## src/rtl/ufwd_regs.svh

```systemverilog
`ifndef UFWD_REGS_SVH
`define UFWD_REGS_SVH

// ********************************************************************
// register offsets
// ********************************************************************
`define UFWD_UNK_UC_OFS 8'h83
`define UFWD_UNK_MC_OFS 8'h84
`define UFWD_UNK_VID_OFS 8'h85
`define UFWD_SELF_IPMC_OFS 8'h86
`define UFWD_RATE_TAG_OFS 8'h87

// ********************************************************************
// field positions
// ********************************************************************
`define UFWD_MAP_MSB 4
`define UFWD_MAP_LSB 0
`define UFWD_FWD_EN_BIT 5
`define UFWD_SELF_EN_BIT 6
`define UFWD_DRIVE_MSB 7
`define UFWD_DRIVE_LSB 6
`define UFWD_PERIOD_MSB 5
`define UFWD_PERIOD_LSB 4
`define UFWD_QUEUE_MODE_BIT 3
`define UFWD_TAG_SEL_BIT 2
`define UFWD_UC_FIXED_BIT 7

// ********************************************************************
// reset values
// ********************************************************************
`define UFWD_MAP_RST 5'h00
`define UFWD_EN_RST 1'h0
`define UFWD_DRIVE_RST 2'h1
`define UFWD_PERIOD_RST 2'h1
`define UFWD_UC_FIXED_VAL 1'h1

// ********************************************************************
// timing
// ********************************************************************
`define UFWD_CLK_KHZ 200000
`define UFWD_PERIOD_16_MS 16
`define UFWD_PERIOD_64_MS 64
`define UFWD_PERIOD_256_MS 256
`define UFWD_STRAP_WAIT 2'h3

`endif

```

## src/rtl/ufwd_pkg.sv

```systemverilog
package ufwd_pkg;

  typedef enum logic [2:0] {
    UFWD_KNOWN = 3'h0,
    UFWD_UNK_UC = 3'h1,
    UFWD_UNK_MC = 3'h2,
    UFWD_UNK_VID = 3'h3,
    UFWD_UNK_IPMC = 3'h4
  } ufwd_class_e;

  typedef enum logic [1:0] {
    UFWD_P16 = 2'h0,
    UFWD_P64 = 2'h1,
    UFWD_P256A = 2'h2,
    UFWD_P256B = 2'h3
  } ufwd_period_e;

  typedef logic [4:0] ufwd_map_t;

endpackage

```

## src/rtl/ufwd_ctrl.sv

```systemverilog
// Function
// - unknown unicast enable set: use unknown unicast port map, else not
// - unicast map one bit per port; zero drops, all ones floods
// - unknown non-IP multicast enable set: use its port map, else not
// - multicast map one bit per port; zero drops, all ones floods
// - unknown VLAN ID enable set: use its port map, else not
// - VLAN ID map one bit per port; zero drops, all ones floods
// - unknown IP multicast enable set: use its port map, else not
// - IP multicast map one bit per port; zero drops, all ones floods
// - self filter bit 6 set drops frames to own address, else pass
// - self filter acts at egress against the programmed switch address
// - ingress rate period 00 16 ms, 01 64 ms, 1x 256 ms; reset 01
// - bit 3 clear limits egress per port, set per queue
// - tag select set: each egress uses its control 8 per source port
// - tag select clear: insertion follows source port control 0 bit 2
// - drive strength loads inverted strap high bit, strap low bit
`timescale 1ns/100ps
`include "ufwd_regs.svh"

module ufwd_ctrl import ufwd_pkg::*; #(
  parameter int unsigned P16_CYC = `UFWD_PERIOD_16_MS * `UFWD_CLK_KHZ,
  parameter int unsigned P64_CYC = `UFWD_PERIOD_64_MS * `UFWD_CLK_KHZ,
  parameter int unsigned P256_CYC = `UFWD_PERIOD_256_MS * `UFWD_CLK_KHZ
) (
  input wire logic clock,
  input wire logic rst_b,
  input wire logic [7:0] reg_addr,
  input wire logic reg_wr,
  input wire logic [7:0] reg_wdata,
  output logic [7:0] reg_rdata,
  input wire logic drive_strength_strap_pin,
  input wire logic [47:0] switch_mac_addr,
  input wire logic lk_valid,
  input wire logic [2:0] lk_class,
  input wire logic [4:0] lk_default_map,
  input wire logic [47:0] lk_dst_mac,
  input wire logic [2:0] lk_src_port,
  input wire logic [24:0] port_ctrl8_insert,
  input wire logic [4:0] port_ctrl0_insert,
  output logic fwd_valid,
  output logic [4:0] fwd_map,
  output logic fwd_drop,
  output logic [4:0] fwd_tag_insert,
  output logic [1:0] ingress_period_sel,
  output logic ingress_period_tick,
  output logic egress_queue_mode,
  output logic [1:0] drive_strength
);

  // ********************************************************************
  // register storage
  // ********************************************************************
  logic uc_en_ff, mc_en_ff, vid_en_ff, ipmc_en_ff, self_en_ff;
  logic queue_mode_ff, tag_sel_ff;
  ufwd_map_t uc_map_ff, mc_map_ff, vid_map_ff, ipmc_map_ff;
  logic [1:0] drive_ff, period_ff;
  logic [7:0] rdata_ff;
  logic [7:0] nxt_rdata;

  wire wr_uc = reg_wr && reg_addr == `UFWD_UNK_UC_OFS;
  wire wr_mc = reg_wr && reg_addr == `UFWD_UNK_MC_OFS;
  wire wr_vid = reg_wr && reg_addr == `UFWD_UNK_VID_OFS;
  wire wr_ipmc = reg_wr && reg_addr == `UFWD_SELF_IPMC_OFS;
  wire wr_rate = reg_wr && reg_addr == `UFWD_RATE_TAG_OFS;
  wire [4:0] wmap = reg_wdata[`UFWD_MAP_MSB:`UFWD_MAP_LSB];
  wire wen = reg_wdata[`UFWD_FWD_EN_BIT];

  // ********************************************************************
  // strap capture
  // ********************************************************************
  logic strap_s1_ff, strap_s2_ff, strap_s3_ff;
  logic [1:0] strap_cnt_ff;
  logic strap_done_ff;
  // strap sampled after release; asynchronous reset only loads constants
  wire strap_load = !strap_done_ff && strap_cnt_ff == `UFWD_STRAP_WAIT &&
                    strap_s2_ff == strap_s3_ff;

  always_ff @(posedge clock or negedge rst_b) begin
    if (!rst_b) begin
      strap_s1_ff <= 1'b1;
      strap_s2_ff <= 1'b1;
      strap_s3_ff <= 1'b1;
      strap_cnt_ff <= 2'h0;
      strap_done_ff <= 1'b0;
    end else begin
      strap_s1_ff <= drive_strength_strap_pin;
      strap_s2_ff <= strap_s1_ff;
      strap_s3_ff <= strap_s2_ff;
      if (strap_cnt_ff != `UFWD_STRAP_WAIT) begin
        strap_cnt_ff <= strap_cnt_ff + 2'h1;
      end
      if (strap_load) begin
        strap_done_ff <= 1'b1;
      end
    end
  end

  // ********************************************************************
  // register writes
  // ********************************************************************
  always_ff @(posedge clock or negedge rst_b) begin
    if (!rst_b) begin
      uc_en_ff <= `UFWD_EN_RST;
      uc_map_ff <= `UFWD_MAP_RST;
      mc_en_ff <= `UFWD_EN_RST;
      mc_map_ff <= `UFWD_MAP_RST;
      vid_en_ff <= `UFWD_EN_RST;
      vid_map_ff <= `UFWD_MAP_RST;
      ipmc_en_ff <= `UFWD_EN_RST;
      ipmc_map_ff <= `UFWD_MAP_RST;
      self_en_ff <= `UFWD_EN_RST;
      period_ff <= `UFWD_PERIOD_RST;
      queue_mode_ff <= `UFWD_EN_RST;
      tag_sel_ff <= `UFWD_EN_RST;
      drive_ff <= `UFWD_DRIVE_RST;
    end else begin
      if (wr_uc) begin
        uc_en_ff <= wen;
        uc_map_ff <= wmap;
      end
      if (wr_mc) begin
        mc_en_ff <= wen;
        mc_map_ff <= wmap;
        drive_ff <= reg_wdata[`UFWD_DRIVE_MSB:`UFWD_DRIVE_LSB];
      end else if (strap_load) begin
        drive_ff <= {~strap_s3_ff, strap_s3_ff};
      end
      if (wr_vid) begin
        vid_en_ff <= wen;
        vid_map_ff <= wmap;
      end
      if (wr_ipmc) begin
        ipmc_en_ff <= wen;
        ipmc_map_ff <= wmap;
        self_en_ff <= reg_wdata[`UFWD_SELF_EN_BIT];
      end
      if (wr_rate) begin
        period_ff <= reg_wdata[`UFWD_PERIOD_MSB:`UFWD_PERIOD_LSB];
        queue_mode_ff <= reg_wdata[`UFWD_QUEUE_MODE_BIT];
        tag_sel_ff <= reg_wdata[`UFWD_TAG_SEL_BIT];
      end
    end
  end

  // ********************************************************************
  // register reads
  // ********************************************************************
  // reserved bits are constants here, writes to them cannot stick
  always_comb begin
    case (reg_addr)
      `UFWD_UNK_UC_OFS: nxt_rdata = {`UFWD_UC_FIXED_VAL, 1'b0, uc_en_ff, uc_map_ff};
      `UFWD_UNK_MC_OFS: nxt_rdata = {drive_ff, mc_en_ff, mc_map_ff};
      `UFWD_UNK_VID_OFS: nxt_rdata = {2'h0, vid_en_ff, vid_map_ff};
      `UFWD_SELF_IPMC_OFS: nxt_rdata = {1'b0, self_en_ff, ipmc_en_ff, ipmc_map_ff};
      `UFWD_RATE_TAG_OFS: nxt_rdata = {2'h0, period_ff, queue_mode_ff, tag_sel_ff, 2'h0};
      default: nxt_rdata = 8'h00;
    endcase
  end

  always_ff @(posedge clock or negedge rst_b) begin
    if (!rst_b) begin
      rdata_ff <= 8'h00;
    end else begin
      rdata_ff <= nxt_rdata;
    end
  end

  assign reg_rdata = rdata_ff;

  // ********************************************************************
  // forwarding decision
  // ********************************************************************
  // map is used bit for bit: zero filters, all ones floods every port
  function automatic ufwd_map_t pick_map(input logic en, input ufwd_map_t map,
                                         input ufwd_map_t dflt);
    pick_map = en ? map : dflt;
  endfunction

  logic [4:0] class_map;
  always_comb begin
    case (lk_class)
      UFWD_UNK_UC: class_map = pick_map(uc_en_ff, uc_map_ff, lk_default_map);
      UFWD_UNK_MC: class_map = pick_map(mc_en_ff, mc_map_ff, lk_default_map);
      UFWD_UNK_VID: class_map = pick_map(vid_en_ff, vid_map_ff, lk_default_map);
      UFWD_UNK_IPMC: class_map = pick_map(ipmc_en_ff, ipmc_map_ff, lk_default_map);
      default: class_map = lk_default_map;
    endcase
  end

  // egress side drop of frames to our own address
  wire self_hit = self_en_ff && lk_dst_mac == switch_mac_addr;
  wire [4:0] final_map = self_hit ? 5'h00 : class_map;

  // tag insertion per egress port for the frame's source port
  logic [4:0] tag_vec;
  always_comb begin
    for (int e = 0; e < 5; e++) begin
      if (tag_sel_ff) begin
        tag_vec[e] = port_ctrl8_insert[e * 5 + int'(lk_src_port)];
      end else begin
        tag_vec[e] = port_ctrl0_insert[lk_src_port];
      end
    end
  end

  logic valid_ff, drop_ff;
  logic [4:0] map_ff, tag_ff;
  always_ff @(posedge clock or negedge rst_b) begin
    if (!rst_b) begin
      valid_ff <= 1'b0;
      map_ff <= 5'h00;
      drop_ff <= 1'b0;
      tag_ff <= 5'h00;
    end else begin
      valid_ff <= lk_valid;
      map_ff <= final_map;
      drop_ff <= final_map == 5'h00;
      tag_ff <= tag_vec;
    end
  end

  assign fwd_valid = valid_ff;
  assign fwd_map = map_ff;
  assign fwd_drop = drop_ff;
  assign fwd_tag_insert = tag_ff;
  assign ingress_period_sel = period_ff;
  assign egress_queue_mode = queue_mode_ff;
  assign drive_strength = drive_ff;

  // ********************************************************************
  // ingress period tick
  // ********************************************************************
  ufwd_period_tick #(
    .P16_CYC(P16_CYC),
    .P64_CYC(P64_CYC),
    .P256_CYC(P256_CYC)
  ) u_tick (
    .clock(clock),
    .rst_b(rst_b),
    .period_sel(period_ff),
    .period_tick(ingress_period_tick)
  );
endmodule

```

## src/rtl/ufwd_period_tick.sv

```systemverilog
`timescale 1ns/100ps
`include "ufwd_regs.svh"

module ufwd_period_tick import ufwd_pkg::*; #(
  parameter int unsigned P16_CYC = `UFWD_PERIOD_16_MS * `UFWD_CLK_KHZ,
  parameter int unsigned P64_CYC = `UFWD_PERIOD_64_MS * `UFWD_CLK_KHZ,
  parameter int unsigned P256_CYC = `UFWD_PERIOD_256_MS * `UFWD_CLK_KHZ
) (
  input wire logic clock,
  input wire logic rst_b,
  input wire logic [1:0] period_sel,
  output logic period_tick
);

  logic [31:0] cnt_ff;
  logic [31:0] nxt_cnt;
  logic [1:0] sel_ff;
  logic tick_ff;
  logic [31:0] reload;
  logic restart;

  // ********************************************************************
  // unit period selection
  // ********************************************************************
  assign reload = (period_sel == UFWD_P16) ? 32'(P16_CYC - 1) :
                  (period_sel == UFWD_P64) ? 32'(P64_CYC - 1) :
                  32'(P256_CYC - 1);
  // a new period code restarts the count at once, no partial old unit
  assign restart = (sel_ff != period_sel);
  assign nxt_cnt = (restart || cnt_ff == 32'h0) ? reload : cnt_ff - 32'h1;

  always_ff @(posedge clock or negedge rst_b) begin
    if (!rst_b) begin
      cnt_ff <= 32'(P64_CYC - 1);
      sel_ff <= `UFWD_PERIOD_RST;
      tick_ff <= 1'b0;
    end else begin
      cnt_ff <= nxt_cnt;
      sel_ff <= period_sel;
      tick_ff <= !restart && cnt_ff == 32'h0;
    end
  end

  assign period_tick = tick_ff;
endmodule

```

## config.mk

```make
export PLATFORM = sky130hd
export DESIGN_NAME = ufwd_ctrl
export DESIGN_NICKNAME = d
export VERILOG_FILES = /design/src/rtl/ufwd_pkg.sv /design/src/rtl/ufwd_ctrl.sv /design/src/rtl/ufwd_period_tick.sv
export VERILOG_INCLUDE_DIRS = /design/src /design/src/rtl
export SDC_FILE = /design/constraint.sdc
export NUM_CORES = 1
export LEC_CHECK = 0
export BUFFER_PORTS_ARGS = -buffer_cell sky130_fd_sc_hd__buf_2
export CORE_MARGIN = 2
export CORE_UTILIZATION = 40
export DETAILED_ROUTE_END_ITERATION = 10
export PLACE_DENSITY = 0.74
export SYNTH_ARGS = -nofsm -noshare
export SYNTH_HDL_FRONTEND = slang
export SYNTH_SLANG_ARGS = --single-unit
```

## constraint.sdc

```tcl
create_clock -name clock -period 2 [get_ports clock]
set_clock_uncertainty 0.2 [all_clocks]
set_input_delay 0.1 -clock clock [delete_from_list [all_inputs] [get_ports clock]]
set_output_delay 0.1 -clock clock [all_outputs]
set_load 0.05 [all_outputs]
```

# Word level (Yosys, flattened, before mapping)
# Index checks and enable logic that the tools add are counted.
[classes] bitwise_logic=1 order_cmp=6 addsub=6 mux=33 n_eq_ne=15 reduce_logical=16
[op_table] cell="32-bit 2-to-1 mux" count=2
[op_table] cell="48-bit == test" count=1
[op_table] cell="8-bit == test (second input constant)" count=5
[op_table] cell="8-bit case mux with 5 select lines" count=1
[op_table] cell="32-bit zero test" count=1
[op_table] cell="32-bit by 1-bit subtractor with 32-bit output (second input constant)" count=1
[op_table] cell="26-bit 2-to-1 mux" count=1
[op_table] cell="5-bit 2-to-1 mux" count=5
[op_table] cell="1-bit binary-select mux with 5-bit select" count=4
[op_table] cell="5-bit case mux with 4 select lines" count=1
[op_table] cell="1-bit 2-to-1 mux" count=15
[op_table] cell="5-bit by 6-bit less-than comparator with 1-bit output (second input constant)" count=2
[op_table] cell="4-bit by 3-bit adder with 5-bit output (first input constant)" count=2
[op_table] cell="1-bit logical AND" count=9
[op_table] cell="5-bit by 3-bit adder with 6-bit output (first input constant)" count=1
[op_table] cell="1-bit binary-select mux with 3-bit select" count=2
[op_table] cell="3-bit by 2-bit == test with 1-bit output (second input constant)" count=2
[op_table] cell="3-bit by 6-bit less-than comparator with 1-bit output (second input constant)" count=1
[op_table] cell="4-bit by 6-bit less-than comparator with 1-bit output (second input constant)" count=1
[op_table] cell="6-bit less-than comparator (second input constant)" count=1
[op_table] cell="5-bit zero test" count=1
[op_table] cell="3-bit by 3-bit adder with 4-bit output (first input constant)" count=1
[op_table] cell="3-bit by 4-bit less-than comparator with 1-bit output (second input constant)" count=1
[op_table] cell="2-bit 2-to-1 mux" count=2
[op_table] cell="13 further kinds" count=14
[totals] ff_bits=92 out_inout_bits=26 in_bits=158 word_cells=103

# Logic depth before layout (Yosys ltp)
[depth] word_depth=5 ltp_mapped=13 mapped_depth_nobuf=9

# Modules after synthesis
# From an unflattened synthesis, not the netlist that was laid out.
[hier_totals] cells_unflattened=492 area_unflattened_um2=5599.1
[modules_own_cells] mod="ufwd_ctrl" n_inst=1 cells_each=323 area_each_um2=3804.9 seq_area_each_um2=1432.6
[modules_own_cells] mod="ufwd_period_tick" n_inst=1 cells_each=169 area_each_um2=1794.2 seq_area_each_um2=898.4

# Worst setup path before layout
# No wires, ideal clock.
[synth_timing] path_type="input port to flip-flop" startpoint="in lk_src_port[0]" endpoint="reg tag_ff[3] (netlist: fwd_tag_insert[3])" path_buffers=4 required_ns=1.666 arrival_time_ns=2.345 path_slack_ns=-0.679 stages=13 setup_ns=0.134 path_cell_list="buf_2 > buf_4 > buf_2 > inv_1 > ha_1 > ha_1 > clkbuf_1 > mux4_2 > nand2_1 > nand2_1 > nand3_1 > a32o_1 > nand2_1"
[synth_via] elab_chain_cells=5 elab_cells_between_ends=7 cone_classes="add/sub: 1; mux: 6"
[synth_lines] item="start, declared" line="ufwd_ctrl.sv:37" rtl="input wire logic [2:0] lk_src_port,"
[synth_lines] item="4-bit by 3-bit adder with 5-bit output" line="ufwd_ctrl.sv:199" rtl="tag_vec[e] = port_ctrl8_insert[e * 5 + int'(lk_src_port)];"
[synth_lines] item="1-bit binary-select mux with 5-bit select" line="ufwd_ctrl.sv:199"
[synth_lines] item="1-bit 2-to-1 mux (not written as such) (2 in series)" line="ufwd_ctrl.sv:199"
[synth_lines] item="1-bit 2-to-1 mux *" line="ufwd_ctrl.sv:198" rtl="if (tag_sel_ff) begin"
[synth_lines] item="net tag_vec[3]" line="ufwd_ctrl.sv:195" rtl="logic [4:0] tag_vec;"
[synth_lines] item="end signal, assigned" line="ufwd_ctrl.sv:218" rtl="tag_ff <= tag_vec;"
[synth_lines] item="end, declared" line="ufwd_ctrl.sv:207" rtl="logic [4:0] map_ff, tag_ff;"
# The timed path passes the listed nets; every way through them passes the cells marked *. The select of a mux whose other input is x is not followed.
# A chain may end at the register's enable or synchronous reset.

# Worst setup path after layout
[layout_timing] startpoint="reg u_tick.cnt_ff[0]" endpoint="reg u_tick.cnt_ff[21]"
[layout_via] elab_chain_cells=3 elab_cells_between_ends=4 cone_classes="add/sub: 1; mux: 1; reduce/logical: 2"
[layout_lines] item="start, declared" line="ufwd_period_tick.sv:15" rtl="logic [31:0] cnt_ff;"
[layout_lines] item="start signal, assigned" line="ufwd_period_tick.sv:34" rtl="cnt_ff <= 32'(P64_CYC - 1);"
[layout_lines] item="start signal, assigned" line="ufwd_period_tick.sv:38" rtl="cnt_ff <= nxt_cnt;"
[layout_lines] item="parallel branches: the longest is 2 deep, another holds 32-bit by 1-bit subtractor with 32-bit output"
[layout_lines] item="32-bit 2-to-1 mux *" line="ufwd_period_tick.sv:30" rtl="assign nxt_cnt = (restart || cnt_ff == 32'h0) ? reload : cnt_ff - 32'h1;"
[layout_lines] item="net u_tick.nxt_cnt[21]" line="ufwd_period_tick.sv:16" rtl="logic [31:0] nxt_cnt;"
# Mark *: on every way through the listed nets, which the timed path passes.

==> impl_results.md <==
- Cells after Synth: 520
- Asr flop ratio synth: 1.000
- Final Hold Fails: 0
- Total negative slack: -0.8093 ns
- Part of the power in registers: 0.414
- Nets: 944
- Syn Nets: 688
- Mapped Area: 5652 um2
- Max-Cap Viols: 0
- Clk_lat worst skew: 0.34 ns
- # clock sinks: 92
- Initial antenna violation count: 0
- Combinational share of power: 0.296
- P_leak: 3.572 nW
- Post-layout util: 0.5664
- Flops & latches, synth: 92
- Routed WL: 15,580 um
- RSZ-0062 raised after global routing: true
- Pwr per Cell Area: 720.8 nW/um2
- RR Startpoint: u_tick.cnt_ff[0]
- WS Path Type: reg2reg
- Ports: 184
- Worst-margin pin slew: 0.4892 ns
- Synth Flop Type: dfrtp_1
- CTS H-tree depth: 3
- Worst Path Max Fanout: 5
- Root Buffer: clkbuf_16
- Vias in the first global route: 5,029
- Average size of a mapped cell: 10.87 um2
- Req. time, crit path: 2.03 ns
- Maximum clock rate: 481.6 MHz
- Min Tclk post-route: 2.076 ns
- Yosys cell types: 58
- DPL Wire Length: 12,040 um
- Worst min-delay path startpoint: lk_src_port[2]
- Initial Utilization: 0.4087
- GP Congestion: 0.8725
- Final period util: 1.038
- Layout cell share with drive strength beyond 1: 0.4673
- DRT iter0 DRCs: 278
- Num rows: 43
- Violated checks: setup timing
- Max clock buf depth: 2
- CTS tree: done
- Most frequent cells in the layout: 182 x buf_2, 69 x dfrtp_1, 55 x buf_4, 39 x xor2_1, 38 x nand2_1
- Clock share of power: 0.291
- Die area: 15,100 um2
- Commonest non-fill, non-tap cell in the layout: buf_2
- Warnings from Yosys: 0
- Routed vias: 4,944
- Tightest Hold Check Type: in2reg
- Arrival @ worst endpoint: 2.11 ns
- IO buf count: 183
- Antenna violation net count after detailed routing: 0
- Pint: 0.003902 W
- Global route overflow: 0
- Setup slack after placement: -0.1299 ns
- DR pass1 iterations: 4
- Max VDD drop: 0.0003991 V
- Setup WS post-layout: -0.07646 ns
- # DRC: 0
- Switching pwr: 0.001743 W
- Sw frac: 0.3088
- Final setup fails: 26
- CP Launch Point: u_tick.cnt_ff[0]
- First-pass GRT wire length: 25,270 um
- Vias per cell: 5.145
- Avg WL per Cell: 16.21 um
- DIE HEIGHT: 122.9 um
- Die Width: 122.9 um
- Number of enable flip-flop cells after synthesis: 0
- CORE AREA: 13,830 um2
- Clk pin slew, worst setup/hold paths: 0.06 ns
- Gr usage total: 0.2169
- Ant diodes: 0
- Largest net degree at the start of global routing: 37
- Status: finished, violations left
- Crit end category: register
- Area Overhead vs Synth: 38.57%
- Crit path launch type: register
- Num CTS Buffers: 9
- Max transition margin: 0.6709
- Count of pins over their slew limit: 0
- Post-synthesis sequential area ratio: 0.4124
## cells by family after synthesis
| kind of cell | synth area share |
|---|---|
| AO/OA/AOI/OAI | 0.08678 |
| XOR/XNOR | 0.1085 |
| adder cells (fa/ha/maj) | 0.02214 |
| buffers and inverters | 0.02834 |
| flip-flops | 0.4124 |
| multiplexers | 0.1911 |
| AND/OR/NAND/NOR | 0.1508 |
## stage by stage
stage	hold WS, ns	cell area, um2	power (W)	cells
after floorplan	-0.3956	5759	0.003281	520
after global placement	-0.1057	7228	0.003841	923
after detailed placement	-0.1031	7228	0.003883	923
after CTS	0.02520	7796	0.005648	960
after global routing	0.06230	7831	0.005958	961
final	0.04022	7831	0.005645	961
## Yosys cell counts (all sizes together), types with 3 or more instances
cell type / n / share of area
nor2b: 6 / 0.0066
xnor2: 31 / 0.048
nor2: 38 / 0.026
xor2: 39 / 0.060
nor4: 15 / 0.021
a31oi: 3 / 0.0044
ha: 10 / 0.022
nand3b: 4 / 0.0053
a211oi: 5 / 0.0066
a21oi: 17 / 0.015
nand4: 7 / 0.0077
buf: 8 / 0.0097
clkbuf: 11 / 0.0073
dfstp: 23 / 0.11
nand2: 40 / 0.027
mux2: 29 / 0.058
mux2i: 28 / 0.050
and3: 3 / 0.0035
mux4: 21 / 0.084
inv: 17 / 0.011
dfrtp: 69 / 0.31
o21ai: 16 / 0.014
a221o: 5 / 0.0089
nor3: 22 / 0.023
o22ai: 11 / 0.012
nand3: 12 / 0.012
## power by group through the flow
stage                     registers, W  logic, W  clock network (W)
after floorplan                0.00253  0.000752                  0
after global placement         0.00234   0.00150                  0
after detailed placement       0.00235   0.00153                  0
after CTS                      0.00234   0.00163            0.00168
after global routing           0.00236   0.00182            0.00178
final                          0.00233   0.00167            0.00164
## repair_timing
| action | CTS | global route |
|---|---|---|
| resized for setup | 16 | 7 |
| pin swaps | 2 | 0 |
| hold buffers | 19 | 0 |
| setup endpoints to repair | 18 | 31 |
| buffers inserted | 2 | 1 |
| gates cloned | 0 | 0 |
| endpoints found under the hold margin | 121 | 0 |
## critical path: stages (launching register included)
cell	delay [ns]
dfstp_2	0.53
inv_1	0.05
ha_1	0.19
nor2b_1	0.14
and4_1	0.18
a31oi_4	0.29
nor3_2	0.06
buf_4	0.16
a21o_1	0.16
## flip-flops by register name, indices dropped and copies added (netlist names), 2 cells and up
name / count
fwd_map: 5
u_tick.cnt_ff: 32
vid_map_ff: 5
uc_map_ff: 5
fwd_tag_insert: 5
ipmc_map_ff: 5
reg_rdata: 8
ingress_period_sel: 2
strap_cnt_ff: 2
u_tick.sel_ff: 2
drive_strength: 2
mc_map_ff: 5
## per-layer routing
layer,vias to the layer above,track usage,share of wire
met3,13,0.05019,0.049
li1,2404,-,-
met5,-,0,0
met2,129,0.3374,0.48
met4,0,0.04885,0.0092
met1,2398,0.3080,0.47
## worst paths after layout
kind / to / slack, ns / depth (start not counted)
hold reg to reg: strap_s2_ff / 0.16 / 0
setup / recovery: u_tick.cnt_ff[21] / -0.08 / 8
min in group asynchronous: reg_rdata[6] / 0.07 / 2
setup reg to reg: u_tick.cnt_ff[21] / -0.08 / 8
max in group asynchronous: ingress_period_sel[0] / 0.92 / 3
hold / removal: fwd_tag_insert[2] / 0.04 / 4
## area by class of cell
type / count / area, um2
clock inverter: 3 / 40.04
tap: 180 / 225.2
fill: 1205 / 5996
multi-input combinational: 392 / 3277
timing repair buffer: 264 / 1652
sequential: 92 / 2331
inverter: 17 / 66.31
clock buffer: 13 / 240.2
Note: power is estimated with default switching activity, not from simulation.
